**src/core/pirq_defines.svh**
```systemverilog
// register offsets, field positions and reset values for the peripheral flag block
// included by the design only; definitions only
`ifndef PIRQ_DEFINES_SVH
`define PIRQ_DEFINES_SVH
`define ADR_FLAGS_TWO     5'h00
`define ADR_FLAGS_THREE   5'h04
`define ADR_ENABLES_TWO   5'h08
`define ADR_ENABLES_THREE 5'h0c
`define ADR_IRQ_CONTROL   5'h10
`define FLAGS_RESET       8'h00
`define ENABLES_RESET     8'h00
`define CONTROL_RESET     8'h00
`define MASK_CONTROL      8'hc0
`define MASK_TWO          8'hf9
`define MASK_THREE        8'h3a
`define BIT_OSC_FAIL      7
`define BIT_CMP_TWO       6
`define BIT_CMP_ONE       5
`define BIT_NV_DONE       4
`define BIT_BUS_COLL      3
`define BIT_CAPCOMP_TWO   0
`define BIT_CAPCOMP_FOUR  5
`define BIT_CAPCOMP_THREE 4
`define BIT_TIMER_SIX     3
`define BIT_TIMER_FOUR    1
`define BIT_GLOBAL_EN     7
`define BIT_PERIPH_EN     6
`endif

```
**src/core/pirq_pkg.sv**
```systemverilog
// types shared by the peripheral flag block
// assumes pirq_defines.svh is on the include path
package pirq_pkg;
    typedef struct packed {
        logic osc_fail;
        logic comparator_two;
        logic comparator_one;
        logic nv_write_done;
        logic serial_bus_collision;
        logic capcomp_two;
        logic capcomp_three;
        logic capcomp_four;
        logic timer_six_match;
        logic timer_four_match;
    } periph_events_t;
endpackage
```
**src/core/periph_irq_flag_regs.sv**
```systemverilog
// peripheral interrupt flag and enable registers with a classic wishbone slave
// assumes event pulses come from logic on CLK_I; software owns enables and control
// Functional notes
// - events set flags regardless of any enable register bit, but only while CE_I is high
// - flags two: osc fail bit 7, comparator two bit 6, comparator one bit 5
// - flags two: nv write done bit 4, bus collision bit 3, capcomp two bit 0
// - unimplemented flag bits always read zero
// - flags three: capcomp four bit 5, capcomp three bit 4
// - flags three: timer six match bit 3, timer four match bit 1
// - flag reads one while pending, zero otherwise
// - all flags read/write, reset to zero on any reset
// - no peripheral request without peripheral enable bit
// - enables three mirror flag three positions; one enables
`timescale 1ns/1ps
`include "pirq_defines.svh"

module periph_irq_flag_regs
    import pirq_pkg::*;
(
    input  wire logic           CLK_I,
    input  wire logic           RESET_I,
    input  wire logic           CE_I,
    input  wire logic           CYC_I,
    input  wire logic           STB_I,
    input  wire logic           WE_I,
    input  wire logic [4:0]     ADR_I,
    input  wire logic [3:0]     SEL_I,
    input  wire logic [31:0]    DAT_I,
    output logic      [31:0]    DAT_O,
    output logic                ACK_O,
    input  wire periph_events_t EVENTS_I,
    output logic                PERIPH_IRQ_O,
    output logic                GLOBAL_IRQ_ENABLE_O
);
    logic [7:0] flags_two_q;
    logic [7:0] flags_three_q;
    logic [7:0] enables_two_q;
    logic [7:0] enables_three_q;
    logic [7:0] control_q;
    logic [7:0] ev_two;
    logic [7:0] ev_three;
    logic [7:0] rd_d;
    logic       req;
    logic       wr_two;
    logic       wr_three;
    logic       wr_en_two;
    logic       wr_en_three;
    logic       wr_ctrl;

    function automatic logic hit(input logic [4:0] a, input logic [4:0] off);
        return (a[4:2] == off[4:2]);
    endfunction

    always_comb begin
        ev_two = 8'h00;
        ev_three = 8'h00;
        ev_two[`BIT_OSC_FAIL] = EVENTS_I.osc_fail;
        ev_two[`BIT_CMP_TWO] = EVENTS_I.comparator_two;
        ev_two[`BIT_CMP_ONE] = EVENTS_I.comparator_one;
        ev_two[`BIT_NV_DONE] = EVENTS_I.nv_write_done;
        ev_two[`BIT_BUS_COLL] = EVENTS_I.serial_bus_collision;
        ev_two[`BIT_CAPCOMP_TWO] = EVENTS_I.capcomp_two;
        ev_three[`BIT_CAPCOMP_FOUR] = EVENTS_I.capcomp_four;
        ev_three[`BIT_CAPCOMP_THREE] = EVENTS_I.capcomp_three;
        ev_three[`BIT_TIMER_SIX] = EVENTS_I.timer_six_match;
        ev_three[`BIT_TIMER_FOUR] = EVENTS_I.timer_four_match;
    end

    // single-cycle answer; ack drops the cycle after so a held strobe is not double counted
    assign req = CYC_I && STB_I && !ACK_O && CE_I;
    assign wr_two = req && WE_I && SEL_I[0] && hit(ADR_I, 5'(`ADR_FLAGS_TWO));
    assign wr_three = req && WE_I && SEL_I[0] && hit(ADR_I, 5'(`ADR_FLAGS_THREE));
    assign wr_en_two = req && WE_I && SEL_I[0] && hit(ADR_I, 5'(`ADR_ENABLES_TWO));
    assign wr_en_three = req && WE_I && SEL_I[0] && hit(ADR_I, 5'(`ADR_ENABLES_THREE));
    assign wr_ctrl = req && WE_I && SEL_I[0] && hit(ADR_I, 5'(`ADR_IRQ_CONTROL));

    // event set ORed after the write value so the event wins
    always_ff @(posedge CLK_I) begin
        if (RESET_I) begin
            flags_two_q <= `FLAGS_RESET;
        end else if (CE_I) begin
            flags_two_q <= ((wr_two ? DAT_I[7:0] : flags_two_q) | ev_two) & `MASK_TWO;
        end
    end

    always_ff @(posedge CLK_I) begin
        if (RESET_I) begin
            flags_three_q <= `FLAGS_RESET;
        end else if (CE_I) begin
            flags_three_q <= ((wr_three ? DAT_I[7:0] : flags_three_q) | ev_three) & `MASK_THREE;
        end
    end

    always_ff @(posedge CLK_I) begin
        if (RESET_I) begin
            enables_two_q <= `ENABLES_RESET;
            enables_three_q <= `ENABLES_RESET;
            control_q <= `CONTROL_RESET;
        end else if (CE_I) begin
            if (wr_en_two) begin
                enables_two_q <= DAT_I[7:0] & `MASK_TWO;
            end
            if (wr_en_three) begin
                enables_three_q <= DAT_I[7:0] & `MASK_THREE;
            end
            if (wr_ctrl) begin
                control_q <= DAT_I[7:0] & `MASK_CONTROL;
            end
        end
    end

    always_comb begin
        rd_d = 8'h00;
        if (hit(ADR_I, 5'(`ADR_FLAGS_TWO))) rd_d = flags_two_q;
        else if (hit(ADR_I, 5'(`ADR_FLAGS_THREE))) rd_d = flags_three_q;
        else if (hit(ADR_I, 5'(`ADR_ENABLES_TWO))) rd_d = enables_two_q;
        else if (hit(ADR_I, 5'(`ADR_ENABLES_THREE))) rd_d = enables_three_q;
        else if (hit(ADR_I, `ADR_IRQ_CONTROL)) rd_d = control_q;
    end

    always_ff @(posedge CLK_I) begin
        if (RESET_I) begin
            ACK_O <= 1'b0;
            DAT_O <= 32'h0000_0000;
        end else if (CE_I) begin
            ACK_O <= req;
            if (req && !WE_I) begin
                DAT_O <= {24'h00_0000, rd_d};
            end
        end
    end

    // registered request; unmapped addresses ack with zero data
    always_ff @(posedge CLK_I) begin
        if (RESET_I) begin
            PERIPH_IRQ_O <= 1'b0;
        end else if (CE_I) begin
            PERIPH_IRQ_O <= control_q[`BIT_PERIPH_EN] &&
                            (|(flags_two_q & enables_two_q) || |(flags_three_q & enables_three_q));
        end
    end

    assign GLOBAL_IRQ_ENABLE_O = control_q[`BIT_GLOBAL_EN];

    a_req_gated: assert property (@(posedge CLK_I) disable iff (RESET_I)
        PERIPH_IRQ_O |-> $past(control_q[`BIT_PERIPH_EN]))
        else $error("request without peripheral enable");

    a_req_dropped: assert property (@(posedge CLK_I) disable iff (RESET_I)
        CE_I && !control_q[`BIT_PERIPH_EN] |=> !PERIPH_IRQ_O)
        else $error("request stayed without peripheral enable");

    a_req_formed: assert property (@(posedge CLK_I) disable iff (RESET_I)
        CE_I && control_q[`BIT_PERIPH_EN] && |(flags_three_q & enables_three_q) |=> PERIPH_IRQ_O)
        else $error("enabled pending flag gave no request");

    a_req_two: assert property (@(posedge CLK_I) disable iff (RESET_I)
        CE_I && control_q[`BIT_PERIPH_EN] && |(flags_two_q & enables_two_q) |=> PERIPH_IRQ_O)
        else $error("enabled pending flag two gave no request");

    a_event_sets: assert property (@(posedge CLK_I) disable iff (RESET_I)
        CE_I && EVENTS_I.osc_fail |=> flags_two_q[`BIT_OSC_FAIL])
        else $error("osc fail flag not set");

    a_event_cmp_two: assert property (@(posedge CLK_I) disable iff (RESET_I)
        CE_I && EVENTS_I.comparator_two |=> flags_two_q[`BIT_CMP_TWO])
        else $error("comparator two flag not set");

    a_event_cmp_one: assert property (@(posedge CLK_I) disable iff (RESET_I)
        CE_I && EVENTS_I.comparator_one |=> flags_two_q[`BIT_CMP_ONE])
        else $error("comparator one flag not set");

    a_event_nv_done: assert property (@(posedge CLK_I) disable iff (RESET_I)
        CE_I && EVENTS_I.nv_write_done |=> flags_two_q[`BIT_NV_DONE])
        else $error("nv write done flag not set");

    a_event_collision: assert property (@(posedge CLK_I) disable iff (RESET_I)
        CE_I && EVENTS_I.serial_bus_collision |=> flags_two_q[`BIT_BUS_COLL])
        else $error("bus collision flag not set");

    a_event_capcomp_two: assert property (@(posedge CLK_I) disable iff (RESET_I)
        CE_I && EVENTS_I.capcomp_two |=> flags_two_q[`BIT_CAPCOMP_TWO])
        else $error("capcomp two flag not set");

    a_event_capcomp_four: assert property (@(posedge CLK_I) disable iff (RESET_I)
        CE_I && EVENTS_I.capcomp_four |=> flags_three_q[`BIT_CAPCOMP_FOUR])
        else $error("capcomp four flag not set");

    a_event_capcomp_three: assert property (@(posedge CLK_I) disable iff (RESET_I)
        CE_I && EVENTS_I.capcomp_three |=> flags_three_q[`BIT_CAPCOMP_THREE])
        else $error("capcomp three flag not set");

    a_event_timer_six: assert property (@(posedge CLK_I) disable iff (RESET_I)
        CE_I && EVENTS_I.timer_six_match |=> flags_three_q[`BIT_TIMER_SIX])
        else $error("timer six flag not set");

    a_event_timer_four: assert property (@(posedge CLK_I) disable iff (RESET_I)
        CE_I && EVENTS_I.timer_four_match |=> flags_three_q[`BIT_TIMER_FOUR])
        else $error("timer four flag not set");

    a_event_wins: assert property (@(posedge CLK_I) disable iff (RESET_I)
        CE_I && wr_three && EVENTS_I.timer_six_match |=> flags_three_q[`BIT_TIMER_SIX])
        else $error("event lost to write");

    a_write_clear: assert property (@(posedge CLK_I) disable iff (RESET_I)
        CE_I && wr_two && !DAT_I[4] && !EVENTS_I.nv_write_done |=> !flags_two_q[`BIT_NV_DONE])
        else $error("write zero did not clear");

    a_write_loads: assert property (@(posedge CLK_I) disable iff (RESET_I)
        CE_I && wr_two && !(|ev_two) |=> flags_two_q == ($past(DAT_I[7:0]) & `MASK_TWO))
        else $error("write did not load flags two");

    a_unimpl_two: assert property (@(posedge CLK_I) disable iff (RESET_I)
        (flags_two_q & ~`MASK_TWO) == 8'h00)
        else $error("unimplemented bits set");

    a_unimpl_three: assert property (@(posedge CLK_I) disable iff (RESET_I)
        (flags_three_q & ~`MASK_THREE) == 8'h00)
        else $error("unimplemented bits set");

    a_flag_read: assert property (@(posedge CLK_I) disable iff (RESET_I)
        CE_I && req && !WE_I && hit(ADR_I, 5'(`ADR_FLAGS_THREE)) |=> DAT_O[7:0] == $past(flags_three_q))
        else $error("flag read mismatch");

    a_read_two: assert property (@(posedge CLK_I) disable iff (RESET_I)
        CE_I && req && !WE_I && hit(ADR_I, 5'(`ADR_FLAGS_TWO)) |=> DAT_O[7:0] == $past(flags_two_q))
        else $error("flag two read mismatch");

    a_reset_zero: assert property (@(posedge CLK_I)
        $past(RESET_I) |-> flags_two_q == 8'h00 && flags_three_q == 8'h00)
        else $error("flags not reset");

    a_enable_write: assert property (@(posedge CLK_I) disable iff (RESET_I)
        CE_I && wr_en_three |=> enables_three_q == ($past(DAT_I[7:0]) & `MASK_THREE))
        else $error("enables three write mismatch");

    a_ack_once: assert property (@(posedge CLK_I) disable iff (RESET_I)
        CE_I && ACK_O |=> !ACK_O)
        else $error("ack held two cycles");

    a_ack_follows: assert property (@(posedge CLK_I) disable iff (RESET_I)
        CE_I && req |=> ACK_O)
        else $error("taken request not acknowledged");

    // a low enable must hold every flag, events included
    a_freeze_flags: assert property (@(posedge CLK_I) disable iff (RESET_I)
        !CE_I |=> flags_two_q == $past(flags_two_q) && flags_three_q == $past(flags_three_q))
        else $error("flags moved while frozen");
endmodule

```
**config.mk**
```make
export PLATFORM = sky130hd
export DESIGN_NAME = periph_irq_flag_regs
export DESIGN_NICKNAME = d
export VERILOG_FILES = /design/src/core/pirq_pkg.sv /design/src/core/periph_irq_flag_regs.sv
export VERILOG_INCLUDE_DIRS = /design/src /design/src/core
export SDC_FILE = /design/constraint.sdc
export NUM_CORES = 1
export LEC_CHECK = 0
export ABC_AREA = 0
export BUFFER_PORTS_ARGS = -buffer_cell sky130_fd_sc_hd__buf_2
export CAP_MARGIN = 25
export CELL_PAD_IN_SITES_DETAIL_PLACEMENT = 0
export CELL_PAD_IN_SITES_GLOBAL_PLACEMENT = 1
export CORE_UTILIZATION = 34
export DETAILED_ROUTE_END_ITERATION = 8
export PLACE_DENSITY = 0.88
export REMOVE_ABC_BUFFERS = 1
export SLEW_MARGIN = 40
export SYNTH_ARGS = -nofsm -noshare
export SYNTH_HDL_FRONTEND = slang
export SYNTH_SLANG_ARGS = --single-unit
```
**constraint.sdc**
```tcl
create_clock -name CLK_I -period 2.54 [get_ports CLK_I]
set_input_delay 0.381 -clock CLK_I [delete_from_list [all_inputs] [get_ports CLK_I]]
set_output_delay 0.381 -clock CLK_I [all_outputs]
set_load 0.02 [all_outputs]
```
=== Word level (Yosys, flattened, before mapping) ===
Cells that the tools add are included.

* Reduce and logical (&&, ||, !) cells: 22
* Bitwise operators: 4
* Equality and inequality tests: 4
* Muxes and demuxes: 7

{| class="wikitable"
|+ Operators by type and width
! kind !! number
|-
| two-way mux 8 bit || 6
|-
| OR reduction 8 bit || 2
|-
| logical AND 1 bit || 12
|-
| bitwise AND 8 bit || 1
|-
| OR 8 bit || 1
|-
| AND reduction 2 bit || 4
|-
| bitwise AND 6 bit || 1
|-
| == test 3 x 2 -> 1 bit (second input constant) || 2
|-
| two-way mux 6 bit || 1
|-
| OR 6 bit || 1
|-
| == test 3 x 1 -> 1 bit (second input constant) || 1
|-
| == test 3 bit (second input constant) || 1
|-
| zero test 3 bit || 1
|-
| zero test 1 bit || 2
|-
| logical OR 1 bit || 1
|}

* Word-level logic and storage cells: 45
* Output and inout port bits: 35
* Bits of input ports: 57
* Register bits after elaboration: 32

=== Longest topological paths before layout ===
* Depth after elaboration: 8
* Mapped depth: 6
* Depth with buffers taken out: 3

=== Worst setup path after synthesis ===
Ideal clock, no wire load.

* Path kind: input -> register
* From: input port ADR_I[2]
* To: register enables_two_q[0]
* Data required time: 2424 ps
* Slack: 1007 ps
* Path buffers: 2
* Library setup time: 116 ps
* Stages: 5
* Arrival time: 1417 ps
* Cell sequence: buf_2 nand3b_1 or3_1 buf_2 a31o_1

* Word-level cells in the longest chain between the ends: 3

{| class="wikitable"
|+ RTL lines
! what !! RTL line !! text
|-
| start, declared || periph_irq_flag_regs.sv:26 || <nowiki>input wire logic [4:0] ADR_I,</nowiki>
|-
| == test 3 x 2 -> 1 bit || periph_irq_flag_regs.sv:51 || <nowiki>return (a[4:2] == off[4:2]);</nowiki>
|-
| logical AND 1 bit || periph_irq_flag_regs.sv:73 || <nowiki>assign wr_en_two = req && WE_I && SEL_I[0] && hit(ADR_I, 5'(`ADR_ENABLES_TWO));</nowiki>
|-
| AND reduction 2 bit (no source line) || -- ||
|-
| end signal, assigned || periph_irq_flag_regs.sv:96 || <nowiki>enables_two_q <= `ENABLES_RESET;</nowiki>
|-
| end signal, assigned || periph_irq_flag_regs.sv:101 || <nowiki>enables_two_q <= DAT_I[7:0] & `MASK_TWO;</nowiki>
|-
| end, declared || periph_irq_flag_regs.sv:37 || <nowiki>logic [7:0] enables_two_q;</nowiki>
|}

Every way passes these cells.
A chain may end at the register's enable or synchronous reset.

=== Worst setup path after layout ===
* From: input port CE_I
* To: register DAT_O[1]

* Word-level cells in the longest chain between the ends: 3

{| class="wikitable"
|+ RTL lines
! what !! RTL line !! text
|-
| start, declared || periph_irq_flag_regs.sv:22 || <nowiki>input wire logic CE_I,</nowiki>
|-
| logical AND 1 bit || periph_irq_flag_regs.sv:70 || <nowiki>assign req = CYC_I && STB_I && !ACK_O && CE_I;</nowiki>
|-
| logical AND 1 bit || periph_irq_flag_regs.sv:127 || <nowiki>if (req && !WE_I) begin</nowiki>
|-
| AND reduction 2 bit (no source line) * || -- ||
|-
| end signal, assigned || periph_irq_flag_regs.sv:128 || <nowiki>DAT_O <= {24'h00_0000, rd_d};</nowiki>
|-
| end, declared || periph_irq_flag_regs.sv:29 || <nowiki>output logic [31:0] DAT_O,</nowiki>
|}

Every way passes the cells marked *; elsewhere a longest branch is shown, timed or not.

==> flow_metrics.py <==
metrics = {
    "cts": {
        "ctsHoldBuffers": 0,
        "cts-root-buf": "clkbuf_8",
        "cts_buffer_depth": 2,
        "cts_sinks": 31,
        "numCtsBuffers": 5,
        "insertion_delay_ns": 0.28,
        "h-tree-depth": 2,
        "clk_pin_slew_worst_paths_ns": 0.06,
        "postCtsSetupRepairBufs": 0,
        "tritoncts": "built",
        "cts_resized": 0,
    },
    "drt": {
        "antenna_left": 0,
        "vias": 1569,
        "post-route-drc-count": 0,
        "wl_per_cell_um": 14.8,
        "drt_iter0_drc": 105,
        "wl_mm": 4.33,
        "drtPass1Iterations": 4,
        "via_per_inst": 5.37,
    },
    "synth": {
        "synthAdderAreaFrac": 0,
        "ys_ff_latch": 31,
        "synth.area.mux_share": 0.0953,
        "ys_seq_area_frac": 0.350,
        "synth_top_family_by_area": "simple AND/OR/NAND/NOR gates",
        "syn_area_per_cell_um2": 9.09,
        "async_reset_ff_frac": 0,
        "netlist_area_mm2": 0.00177,
        "synth_edf_count": 0,
        "ys.flop_type": "dfxtp_1",
        "synth_xor_area_frac": 0,
        "synthCells": 195,
        "synth_area_leaders": "dfxtp_1 (35%), buf_4 (11%), mux2i_1 (5.1%)",
        "yosysUniqueCellTypes": 39,
        "synthSimpleGateAreaFrac": 0.207,
        "synth_top_cell_area_share": 0.350,
        "ys_warn_count": 0,
        "synth_area_leader_cell": "dfxtp_1",
        "synth_compound_area_frac": 0.193,
    },
    "cells_and_area": {
        "final_cell_mix": "buf_2 (36), dfxtp_1 (31), conb_1 (25)",
        "num_antenna_cells": 0,
        "drive_gt1_frac": 0.240,
        "layoutNonFillerInstCount": 292,
        "layout_commonest_cell": "buf_2",
        "syn_to_final_growth_pct": 11.7,
        "fin_nets": 282,
    },
    "pwr": {
        "p_leak_nw": 0.772,
        "power.density_mw_per_mm2": 527,
        "vdd_drop_max_mv": 0.195,
    },
    "placed_design": {
        "port_buffers": 36,
        "gp_congestion": 0.843,
        "dp_cells": 285,
        "dp_hpwl_mm": 3.10,
    },
    "critical_path": {
        "cp.arrival_ns": 1.83,
        "r2r_setup_slack_ns": 0.93,
        "critical_path.slowest_cell": "or4_1",
        "critPathKind": "in -> reg",
        "timing.rr.start": "ACK_O$_SDFFE_PP0P_",
        "cpPeakStageDelay_ns": 0.51,
        "reg2reg_depth": 4,
        "cp_max_fo": 16,
        "setup.worst_path.end_class": "flop",
        "required_ns": 2.75,
        "cp_cell_sequence": "buf_2 -> nand4b_1 -> buf_4 -> or4_1 -> a21oi_1",
        "start_kind": "input pin",
        "rr_endpoint": "DAT_O[1]$_SDFFE_PP0P_",
    },
    "global_route": {
        "grt_pass1_wl_mm": 7.16,
        "grt_remaining_overflow": 0,
        "grt_start_max_net_pins": 24,
        "grt_use_total": 0.173,
        "grt_antenna_before_repair": 0,
        "grt_pass1_vias": 1501,
    },
    "floorplan": {
        "die-height_um": 74.2,
        "dieArea_mm2": 0.00551,
        "ios": 92,
        "core_area_mm2": 0.00488,
        "num_rows": 25,
        "die_w_um": 74.2,
        "start_util": 0.363,
    },
    "timing": {
        "fmax_mhz": 617,
        "relSlewSlack": 0.503,
        "setup_violations": 0,
        "final_hold_viol_count": 0,
        "finalCritPeriodShare": 0.638,
        "worst_slew_pin_slew_ns": 0.742,
        "clock_skew_ns": 0.00714,
        "rsz0062_at_grt": "false",
        "slew_violations": 0,
        "final.min_clock_period_ns": 1.62,
        "fin_setup_tns_ns": 0,
    },
    "hold_path": {
        "min-delay-path-class": "in -> reg",
        "hp-start": "EVENTS_I[0]",
        "min_to": "flags_three_q[1]$_SDFFE_PP0P_",
        "worstHoldPathCells": 3,
    },
    "run": {
        "drv_cap": 0,
    },
    "status": {
        "status": "finished, final reports clean",
    },
}
==> how the worst max path moves through the flow <==
stage                             startpoint                       endpoint  slack, ns  cells past startpoint
final                                   CE_I          DAT_O[1]$_SDFFE_PP0P_       0.92                      5
after global routing                    CE_I          DAT_O[1]$_SDFFE_PP0P_       0.82                      5
after CTS                               CE_I          DAT_O[1]$_SDFFE_PP0P_       0.94                      5
after detailed placement                CE_I          DAT_O[1]$_SDFFE_PP0P_       0.65                      5
after global placement                  CE_I          DAT_O[1]$_SDFFE_PP0P_       0.67                      5
after floorplan           ACK_O$_SDFFE_PP0P_  enables_two_q[0]$_SDFFE_PP0P_       0.57                      3
==> per-layer routing <==
| metal | global-route usage | wire, um |
|---|---|---|
| met1 | 0.234 | 2050 |
| met2 | 0.269 | 1940 |
| met3 | 0.0447 | 318 |
| met4 | 0.0608 | 32 |
| met5 | 0 | 0 |
==> logic make-up (layout without fill, tap and decap cells) <==
family | after synthesis | in the layout
and+or+nand+nor | 61 | 61
AOI/OAI and AO/OA | 46 | 46
buffers and inverters | 43 | 49
DFF | 31 | 31
muxes | 13 | 13
other | 1 | 25
==> cell type report <==
cell class | instances | area (um^2)
clock buffers | 6 | 82.6
repair buffers | 40 | 210
multi-input cells | 145 | 971
fillers | 529 | 2900
flip-flops and latches | 31 | 621
clock inverters | 1 | 5.00
well taps | 67 | 83.8
inverters | 2 | 7.51
==> registers in the layout (all words and copies together), names as in the netlist <==
signal and count:
control_q 2, PERIPH_IRQ_O 1, enables_three_q 4, enables_two_q 6, DAT_O 7, flags_three_q 4, flags_two_q 6, ACK_O 1
==> cells in the mapped netlist, types with 4 or more instances <==
library cell / instances
a22oi_1: 5
nand4_1: 10
nand2b_1: 9
a21oi_1: 4
buf_4: 25
a32o_1: 5
mux2i_1: 9
o31ai_1: 10
a31oi_1: 11
nor4_1: 7
a31o_1: 6
dfxtp_1: 31
buf_2: 7
nand2_1: 17
clkbuf_1: 6
==> power breakdown <==
| group | switching [mW] | total [mW] | internal [mW] |
|---|---|---|---|
| clock network | 0.174 | 0.386 | 0.212 |
| registers | 0.0102 | 0.509 | 0.499 |
| logic | 0.103 | 0.148 | 0.0453 |
| total | 0.287 | 1.04 | 0.756 |
==> metrics by stage <==
stage	util	power [mW]	setup slack, ns	area (um^2)	hold WS (ns)
floorplan	-	0.602	0.575	1600	0.444
global placement	0.388	0.665	0.669	1890	0.459
detailed placement	0.388	0.666	0.645	1890	0.463
CTS	0.406	1.05	0.939	1980	0.356
global route	0.406	1.09	0.820	1980	0.366
finish	0.406	1.04	0.920	1980	0.366
==> critical path, delay by kind of cell <==
| kind | cells | cell delay [ns] |
|---|---|---|
| AND/OR/NAND/NOR | 2 | 0.79 |
| buffers and inverters | 2 | 0.52 |
| AO/OA/AOI/OAI | 1 | 0.13 |
(Power assumes the default switching activity.)
